## config.mk

```make
export PLATFORM = sky130hd
export DESIGN_NAME = windowed_watchdog_supervisor
export DESIGN_NICKNAME = d
export VERILOG_FILES = /design/src/pkg/wdog_supervisor_pkg.sv /design/src/hdl/windowed_watchdog_supervisor.sv
export VERILOG_INCLUDE_DIRS = /design/src /design/src/pkg
export SDC_FILE = /design/constraint.sdc
export NUM_CORES = 1
export LEC_CHECK = 0
export BUFFER_PORTS_ARGS = -buffer_cell sky130_fd_sc_hd__buf_2
export CORE_MARGIN = 2
export CORE_UTILIZATION = 60
export CTS_CLUSTER_SIZE = 28
export DETAILED_ROUTE_END_ITERATION = 7
export PLACE_DENSITY = 0.82
export SYNTH_ARGS = -nofsm -noshare
export SYNTH_HDL_FRONTEND = slang
export SYNTH_SLANG_ARGS = --single-unit
export TNS_END_PERCENT = 1
```

## constraint.sdc

```tcl
create_clock -name clock -period 4.6 [get_ports clock]
set_input_delay 1.38 -clock clock [delete_from_list [all_inputs] [get_ports clock]]
set_output_delay 1.38 -clock clock [all_outputs]
set_load 0.05 [all_outputs]
```

## src/pkg/wdog_supervisor_map.svh

```systemverilog
// Timing constants and option table for the windowed watchdog supervisor.
// Assumes a 20 MHz clock; all counts are derived from times in their own units.
`ifndef WDOG_SUPERVISOR_MAP_SVH
`define WDOG_SUPERVISOR_MAP_SVH

`define CLK_HZ 20000000
`define CLK_PERIOD_NS 50
// Reset stretch, least time, in ms.
`define RESET_STRETCH_MS 100
`define RESET_STRETCH_CYC ((`RESET_STRETCH_MS * (`CLK_HZ / 1000)))
// Fault pulse width, nominal, in us.
`define FAULT_PULSE_US 1000
`define FAULT_PULSE_CYC ((`FAULT_PULSE_US * (`CLK_HZ / 1000000)))
// Least kick pulse width, in ns; rounded up to cycles.
`define KICK_MIN_NS 300
`define KICK_MIN_CYC ((`KICK_MIN_NS + `CLK_PERIOD_NS - 1) / `CLK_PERIOD_NS)
// Option table, times in us: fast maximum, slow minimum.
`define FAST_US_A 1500
`define FAST_US_B 15000
`define FAST_US_C 15000
`define FAST_US_D 15000
`define FAST_US_E 15000
`define FAST_US_F 23000
`define FAST_US_G 39000
`define FAST_US_H 719000
`define SLOW_US_A 10000
`define SLOW_US_B 100000
`define SLOW_US_C 300000
`define SLOW_US_D 10000000
`define SLOW_US_E 60000000
`define SLOW_US_F 47000
`define SLOW_US_G 82000
`define SLOW_US_H 1300000
`define CYC_PER_US (`CLK_HZ / 1000000)
`define WIN_CNT_W 31

`endif

```

## src/pkg/wdog_supervisor_pkg.sv

```systemverilog
// Types for the windowed watchdog supervisor.
// Assumes the map header supplies the counter width.
`include "wdog_supervisor_map.svh"
package wdog_supervisor_pkg;
  typedef logic [`WIN_CNT_W-1:0] win_cnt_t;
  typedef logic [2:0] option_t;
  typedef struct packed {
    win_cnt_t fastCyc;
    win_cnt_t slowCyc;
  } window_s;
  typedef enum logic [1:0] {WD_FIRST, WD_ARMED, WD_FAULT} wd_state_e;
endpackage

```

## src/hdl/windowed_watchdog_supervisor.sv

```systemverilog
// Supervisor: stretched system reset plus a windowed watchdog with a fault pulse.
// Assumes supply flag and pins are asynchronous to clock; outputs are push-pull levels.
`timescale 1ns/100ps
`include "wdog_supervisor_map.svh"
module windowed_watchdog_supervisor
  import wdog_supervisor_pkg::*;
#(
  parameter option_t OPTION = 3'h0,
  parameter int RESET_STRETCH_CYC = `RESET_STRETCH_CYC,
  parameter int FAULT_PULSE_CYC = `FAULT_PULSE_CYC,
  parameter int CYC_PER_US = `CYC_PER_US
) (
  // Clock and reset.
  input wire logic clock,
  input wire logic rst,
  // Supervised inputs.
  input wire logic supplyLow,
  input wire logic manual_reset_n,
  input wire logic watchdog_kick_in,
  // Outputs.
  output logic systemReset_n,
  output logic watchdog_fault_pulse_n
);

  ////////////////////////////////////////////////////////////////////////////
  // Option lookup, all eight windows kept so any build picks one.

  function automatic window_s windowOf(input option_t opt, input int cpu);
    window_s w;
    w = '0;
    unique case (opt)
      3'h0: w = '{win_cnt_t'(`FAST_US_A * cpu), win_cnt_t'(`SLOW_US_A * cpu)};
      3'h1: w = '{win_cnt_t'(`FAST_US_B * cpu), win_cnt_t'(`SLOW_US_B * cpu)};
      3'h2: w = '{win_cnt_t'(`FAST_US_C * cpu), win_cnt_t'(`SLOW_US_C * cpu)};
      3'h3: w = '{win_cnt_t'(`FAST_US_D * cpu), win_cnt_t'(`SLOW_US_D * cpu)};
      3'h4: w = '{win_cnt_t'(`FAST_US_E * cpu), win_cnt_t'(`SLOW_US_E * cpu)};
      3'h5: w = '{win_cnt_t'(`FAST_US_F * cpu), win_cnt_t'(`SLOW_US_F * cpu)};
      3'h6: w = '{win_cnt_t'(`FAST_US_G * cpu), win_cnt_t'(`SLOW_US_G * cpu)};
      3'h7: w = '{win_cnt_t'(`FAST_US_H * cpu), win_cnt_t'(`SLOW_US_H * cpu)};
    endcase
    return w;
  endfunction

  localparam window_s WIN = windowOf(OPTION, CYC_PER_US);
  localparam int KICK_MIN_CYC = `KICK_MIN_CYC;

  ////////////////////////////////////////////////////////////////////////////
  // Input synchronisers: two flops, nothing reads the first.

  logic [2:0] sync1_ff, sync2_ff;
  always_ff @(posedge clock) begin
    if (rst) begin
      sync1_ff <= 3'h3;
      sync2_ff <= 3'h3;
    end else begin
      sync1_ff <= {supplyLow, manual_reset_n, watchdog_kick_in};
      sync2_ff <= sync1_ff;
    end
  end
  logic supLow, mrN, kick;
  assign supLow = sync2_ff[2];
  assign mrN = sync2_ff[1];
  assign kick = sync2_ff[0];

  ////////////////////////////////////////////////////////////////////////////
  // Kick qualifier: a high phase must last the least pulse width before its
  // falling edge counts, which also rejects short glitches.

  logic [3:0] highCnt_ff, nxt_highCnt;
  logic kickPrev_ff, nxt_kickPrev;
  logic kickEdge;
  always_comb begin
    nxt_kickPrev = kick;
    nxt_highCnt = highCnt_ff;
    if (!kick) begin
      nxt_highCnt = 4'h0;
    end else if (highCnt_ff < 4'(KICK_MIN_CYC)) begin
      nxt_highCnt = highCnt_ff + 4'h1;
    end
    kickEdge = kickPrev_ff && !kick && (highCnt_ff >= 4'(KICK_MIN_CYC));
  end
  always_ff @(posedge clock) begin
    if (rst) begin
      kickPrev_ff <= 1'b0;
      highCnt_ff <= 4'h0;
    end else begin
      kickPrev_ff <= nxt_kickPrev;
      highCnt_ff <= nxt_highCnt;
    end
  end

  ////////////////////////////////////////////////////////////////////////////
  // System reset with stretch.

  logic [31:0] rstCnt_ff, nxt_rstCnt;
  logic sysRstN_ff, nxt_sysRstN;
  always_comb begin
    nxt_rstCnt = rstCnt_ff;
    nxt_sysRstN = sysRstN_ff;
    if (supLow || !mrN) begin
      nxt_rstCnt = 32'h0;
      nxt_sysRstN = 1'b0;
    end else if (!sysRstN_ff) begin
      if (rstCnt_ff >= 32'(RESET_STRETCH_CYC - 1)) begin
        nxt_sysRstN = 1'b1;
      end else begin
        nxt_rstCnt = rstCnt_ff + 32'h1;
      end
    end
  end
  always_ff @(posedge clock) begin
    if (rst) begin
      rstCnt_ff <= 32'h0;
      sysRstN_ff <= 1'b0;
    end else begin
      rstCnt_ff <= nxt_rstCnt;
      sysRstN_ff <= nxt_sysRstN;
    end
  end
  // Output comes straight from its flop so it never glitches on a decode.
  assign systemReset_n = sysRstN_ff;

  ////////////////////////////////////////////////////////////////////////////
  // Windowed watchdog. The timer runs while the system reset is held too;
  // the manual reset clears it, matching the pin's documented effect, and so does the release of the system reset.

  wd_state_e state_ff, nxt_state;
  win_cnt_t winCnt_ff, nxt_winCnt;
  logic [31:0] pulseCnt_ff, nxt_pulseCnt;
  logic sysRstPrev_ff;
  logic fault;
  always_comb begin
    nxt_state = state_ff;
    nxt_winCnt = (winCnt_ff == '1) ? winCnt_ff : winCnt_ff + win_cnt_t'(1);
    nxt_pulseCnt = pulseCnt_ff;
    fault = 1'b0;
    unique case (state_ff)
      WD_FIRST, WD_ARMED: begin
        if (kickEdge) begin
          nxt_winCnt = '0;
          nxt_state = WD_ARMED;
          // The first edge after a release is exempt from the fast check.
          if (state_ff == WD_ARMED && winCnt_ff < WIN.fastCyc) begin
            fault = 1'b1;
          end
        end else if (winCnt_ff >= WIN.slowCyc - win_cnt_t'(1)) begin
          fault = 1'b1;
        end
        if (fault) begin
          nxt_state = WD_FAULT;
          nxt_pulseCnt = 32'h0;
        end
      end
      WD_FAULT: begin
        nxt_winCnt = '0;
        if (pulseCnt_ff >= 32'(FAULT_PULSE_CYC - 1)) begin
          nxt_state = WD_FIRST;
        end else begin
          nxt_pulseCnt = pulseCnt_ff + 32'h1;
        end
      end
      default: begin
        // The fourth code of the state register is never entered; recover to first-kick.
        nxt_state = WD_FIRST;
        nxt_winCnt = '0;
      end
    endcase
    if (sysRstN_ff && !sysRstPrev_ff) begin
      nxt_state = WD_FIRST;
      nxt_winCnt = '0;
    end
    if (!mrN) begin
      nxt_state = WD_FIRST;
      nxt_winCnt = '0;
    end
  end
  always_ff @(posedge clock) begin
    if (rst) begin
      state_ff <= WD_FIRST;
      winCnt_ff <= '0;
      pulseCnt_ff <= 32'h0;
      sysRstPrev_ff <= 1'b0;
    end else begin
      state_ff <= nxt_state;
      winCnt_ff <= nxt_winCnt;
      pulseCnt_ff <= nxt_pulseCnt;
      sysRstPrev_ff <= sysRstN_ff;
    end
  end
  assign watchdog_fault_pulse_n = (state_ff != WD_FAULT);
endmodule

```

== Word level (Yosys, flattened, before mapping) ==
Index checks and enable logic that the tools add are counted.
W data, S select, Z words.

* Register bits: 110
* Latch bits: 0
* RAM bits: 0
* ROM bits: 0
* Input bits: 5
* Output and inout bits: 2
* Logic and storage cells: 64
* Memories kept: 0

* $add $sub $neg: 4
* Multiply operators: 0
* Divide/modulo/power cells: 0
* Magnitude comparators: 6
* Equality and inequality tests: 8
* Shift operators: 0
* Muxes and demuxes: 13
* Bitwise operators: 5
* Reductions and logical operators: 18

{| class="wikitable"
|+ Operators by type and width
! kind !! count
|-
| $add A32 B1 Y32 const B || 2
|-
| $mux W32 || 2
|-
| $pmux W32 S2 || 1
|-
| $ge A32 B15 Y1 const B || 1
|-
| $ge A32 B21 Y1 const B || 1
|-
| $add A31 B1 Y31 const B || 1
|-
| $eq A31 B31 Y1 const B || 1
|-
| $ge A31 B18 Y1 const B || 1
|-
| $lt A31 B15 Y1 const B || 1
|-
| $ne A2 B2 Y1 const B || 4
|-
| $mux W1 || 6
|-
| $mux W2 || 3
|-
| $reduce_or A2 Y1 || 3
|-
| $not A1 Y1 || 5
|-
| $reduce_or A5 Y1 || 1
|-
| $add A4 B1 Y4 const B || 1
|-
| $ge A4 B3 Y1 const B || 1
|-
| $logic_and A1 B1 Y1 || 4
|-
| $lt A4 B3 Y1 const B || 1
|-
| $pmux W2 S2 || 1
|-
| $reduce_and A2 Y1 || 2
|-
| $logic_not A1 Y1 || 3
|-
| $ne A3 B3 Y1 const B || 1
|-
| $reduce_and A3 Y1 || 1
|-
| 6 further kinds || 6
|}

== Logic depth before layout (Yosys ltp) ==
* Depth in word-level cells: 7
* Gate-level depth with buffers: 9

== Worst setup path before layout ==
Ideal clock, no wire load.

* Kind: input to register
* From: input port rst
* To: register winCnt_ff[24]
* Setup time: 0.078 ns
* Data arrival time: 2.516 ns
* Path slack: 2.006 ns
* Stages on the path: 6
* Cell sequence: clkbuf_1 > nand3b_1 > or3_1 > clkbuf_1 > clkbuf_1 > nor3_1

* Longest elaborated chain between the ends: 1

{| class="wikitable"
|+ RTL lines
! what !! RTL line !! source
|-
| start: declaration || windowed_watchdog_supervisor.sv:15 || <nowiki>input wire logic rst,</nowiki>
|-
| $reduce_or A5 Y1 (no line) || - ||
|-
| end signal: assignment || windowed_watchdog_supervisor.sv:185 || <nowiki>winCnt_ff <= nxt_winCnt;</nowiki>
|-
| end: declaration || windowed_watchdog_supervisor.sv:128 || <nowiki>win_cnt_t winCnt_ff, nxt_winCnt;</nowiki>
|}

Every way passes these cells.
A chain may end at the register's enable or synchronous reset.

== Worst setup path after layout ==
* From: register winCnt_ff[12]
* To: register winCnt_ff[3]

* Longest elaborated chain between the ends: 1

{| class="wikitable"
|+ RTL lines
! what !! RTL line !! source
|-
| $eq A31 B31 Y1 || windowed_watchdog_supervisor.sv:134 || <nowiki>nxt_winCnt = (winCnt_ff == '1) ? winCnt_ff : winCnt_ff + win_cnt_t'(1);</nowiki>
|}

Every way passes these cells.

==> metrics.yaml <==
timing.hold.ws_ns: 0.420
grt_pass1_vias: 3611
max_cap_viol_count: 0
maxSlewHeadroom: 0.200
yosys_warnings: 0
final_layout_size_suffix_gt1_frac: 0.0613
grt_overflow_total: 0
antenna_found_initial: 0
power_uw: 1570
regArea_mm2: 0.00220
syn_inst: 554
r2r_cells: 6
cts.path.max_buffers: 2
vias: 3812
cts_tree: "done"
startpoint_type: "flop"
yosys.cell_types.count: 52
critPathMaxStageDelay_ns: 1.03
start_util: 0.619
io_pins: 7
io_buffer_count: 6
synth_top_area_share: 0.458
multi_input_area_mm2: 0.00250
r2r_start: "winCnt_ff[12]"
drc: 0
status: "finished clean"
grt_pass1_wl_mm: 15.5
synth-edff-count: 0
cts_buffers: 9
ys.flop_type: "dfxtp_1"
fill_cells: 671
die_area_mm2: 0.00875
endpoint_kind: "flop"
fmax_ghz: 0.339
timing.rr.end: "winCnt_ff[3]"
root_buffer: "clkbuf_8"
rows: 32
clock_skew_ns: 0.0104
max_slew.worst_pin.slew_ns: 1.19
post_cts_resized: 0
crit_path_top_delay_cell: "nor4_2"
endpoint: "winCnt_ff[3]"
synthArstFlopShare: 0
viasPerCell: 5.80
wirelength_mm: 8.88
fin_ws_ns: 1.65
grt_use_total: 0.216
seq_area_frac_synth: 0.458
wl_per_cell_um: 13.5
dieWidth_um: 93.5
ctsHoldBuffers: 0
ir_worst_vdd_v: 0.000291
critical_path_class: "reg2reg"
htree_levels: 3
leakage_uw: 0.00172
first_pass_iters: 5
syn_to_final_growth_pct: 5.77
grt_start_max_net_pins: 32
gp_congestion: 0.846
crit_path_start: "winCnt_ff[12]"
drv_slew: 0
cp.arrival_ns: 3.18
period_share: 0.642
final_nets: 560
crit_family: "simple AND/OR/NAND/NOR gates"
hpwl_mm: 6.07
ys_top_cells_by_area: "dfxtp_1, nor2_1, xnor2_1, and2_1, nand2_1"
synthesis.area_mm2: 0.00481
synth_seq_cells: 110
cp_num_cells: 6
post-place-ws_ns: 1.42
hp-class: "reg2reg"
core_area_mm2: 0.00777
n_antenna_cell: 0
ant_nets: 0
r2r_setup_slack_ns: 1.65
rsz0062_at_grt: "false"
synth.largest_area_cell: "dfxtp_1"
netlist_top_cells_count: "dfxtp_1, nor2_1, nand2_1, and2_1, xnor2_1"
drtIter0Drc: 226
insertion_delay_ns: 0.37
cts.clk_slew.worst_paths_ns: 0.11
crit_required_ns: 4.83
cts_setup_buffers: 0
synth.net_count: 564
hold_violations: 0
setup_viol: 0
fin_tns_setup_ns: 0
synth.most_common_cell: "dfxtp_1"
crit_buf_inv: 0
path_cells: "nand4_1 -> or4_1 -> nor4_2 -> nor3b_1 -> xnor2_1 -> nor2_1"
avgSynthCellArea_um2: 8.68
cts_sinks: 110
crit_fanout: 16
die_h_um: 93.5
powerDensity_mw_per_mm2: 309
fin_crit_ns: 2.95
worst min-delay path by stage:
| stage | slack [ns] | end | cells after the start | startpoint |
|---|---|---|---|---|
| finish | 0.42 | sync2_ff[0] | 1 | sync1_ff[0] |
| global route | 0.44 | sync2_ff[1] | 1 | sync1_ff[1] |
| detailed placement | 0.40 | sync2_ff[0] | 1 | sync1_ff[0] |
| global placement | 0.39 | sync2_ff[0] | 1 | sync1_ff[0] |
| floorplan | 0.39 | sync2_ff[0] | 1 | sync1_ff[0] |
| CTS | 0.43 | sync2_ff[0] | 1 | sync1_ff[0] |
cells in the final DEF (no fill, tap or decap), types with 4 or more instances in the layout:
cell / instances
nor4_1: 21
nand2b_1: 7
nand3b_1: 7
nor2b_1: 9
or3_1: 8
and3_1: 9
and4_1: 8
xnor2_1: 28
or4_1: 4
a311oi_1: 6
nand2_1: 41
or2_2: 6
a21oi_1: 21
nor2_1: 74
dfxtp_1: 110
xor2_1: 13
nand4_1: 10
nand3_1: 27
o21ai_0: 14
clkbuf_8: 9
nor3_1: 21
and2_1: 30
a31oi_1: 7
inv_1: 7
ha_1: 5
buf_2: 6
cells by family after synthesis:
kind of cell | share of synthesized area
compound gates | 0.0999
xor+xnor | 0.0746
fa+ha+maj | 0.0130
buf+inv | 0.0231
flops | 0.458
mux | 0.00624
simple gates | 0.325
layer usage:
metal	up-vias	GRT usage	part of all wire
met5	-	0	0
met4	0	0.0652	0.011
li1	1964	-	-
met1	1780	0.263	0.48
met3	12	0.0435	0.026
met2	56	0.382	0.48
state kept, by name, summed over array words and instances, names as in the netlist:
name,count
pulseCnt_ff,32
state_ff,2
systemReset_n,1
kickPrev_ff,1
winCnt_ff,31
rstCnt_ff,32
sync2_ff,3
highCnt_ff,4
sysRstPrev_ff,1
sync1_ff,3
layout make-up:
type	count	share of cell area
Inverter	7	0.00516
Clock inverter	7	0.0145
Tap cell	102	0.0251
Clock buffer	9	0.0243
Timing Repair Buffer	7	0.00738
Sequential cell	110	0.433
Multi-Input combinational cell	415	0.491
metrics by stage:
stage,cell area (um2),utilization,cells
final,5090,0.655,657
after global routing,5090,0.655,657
after CTS,5090,0.655,657
after detailed placement,4890,0.630,641
after global placement,4890,0.630,641
after floorplan,4810,-,554
power breakdown:
group	internal (uW)	switching, uW
logic	14.4	25.2
registers	961	8.28
clock network	215	349
(Power assumes the default switching activity.)
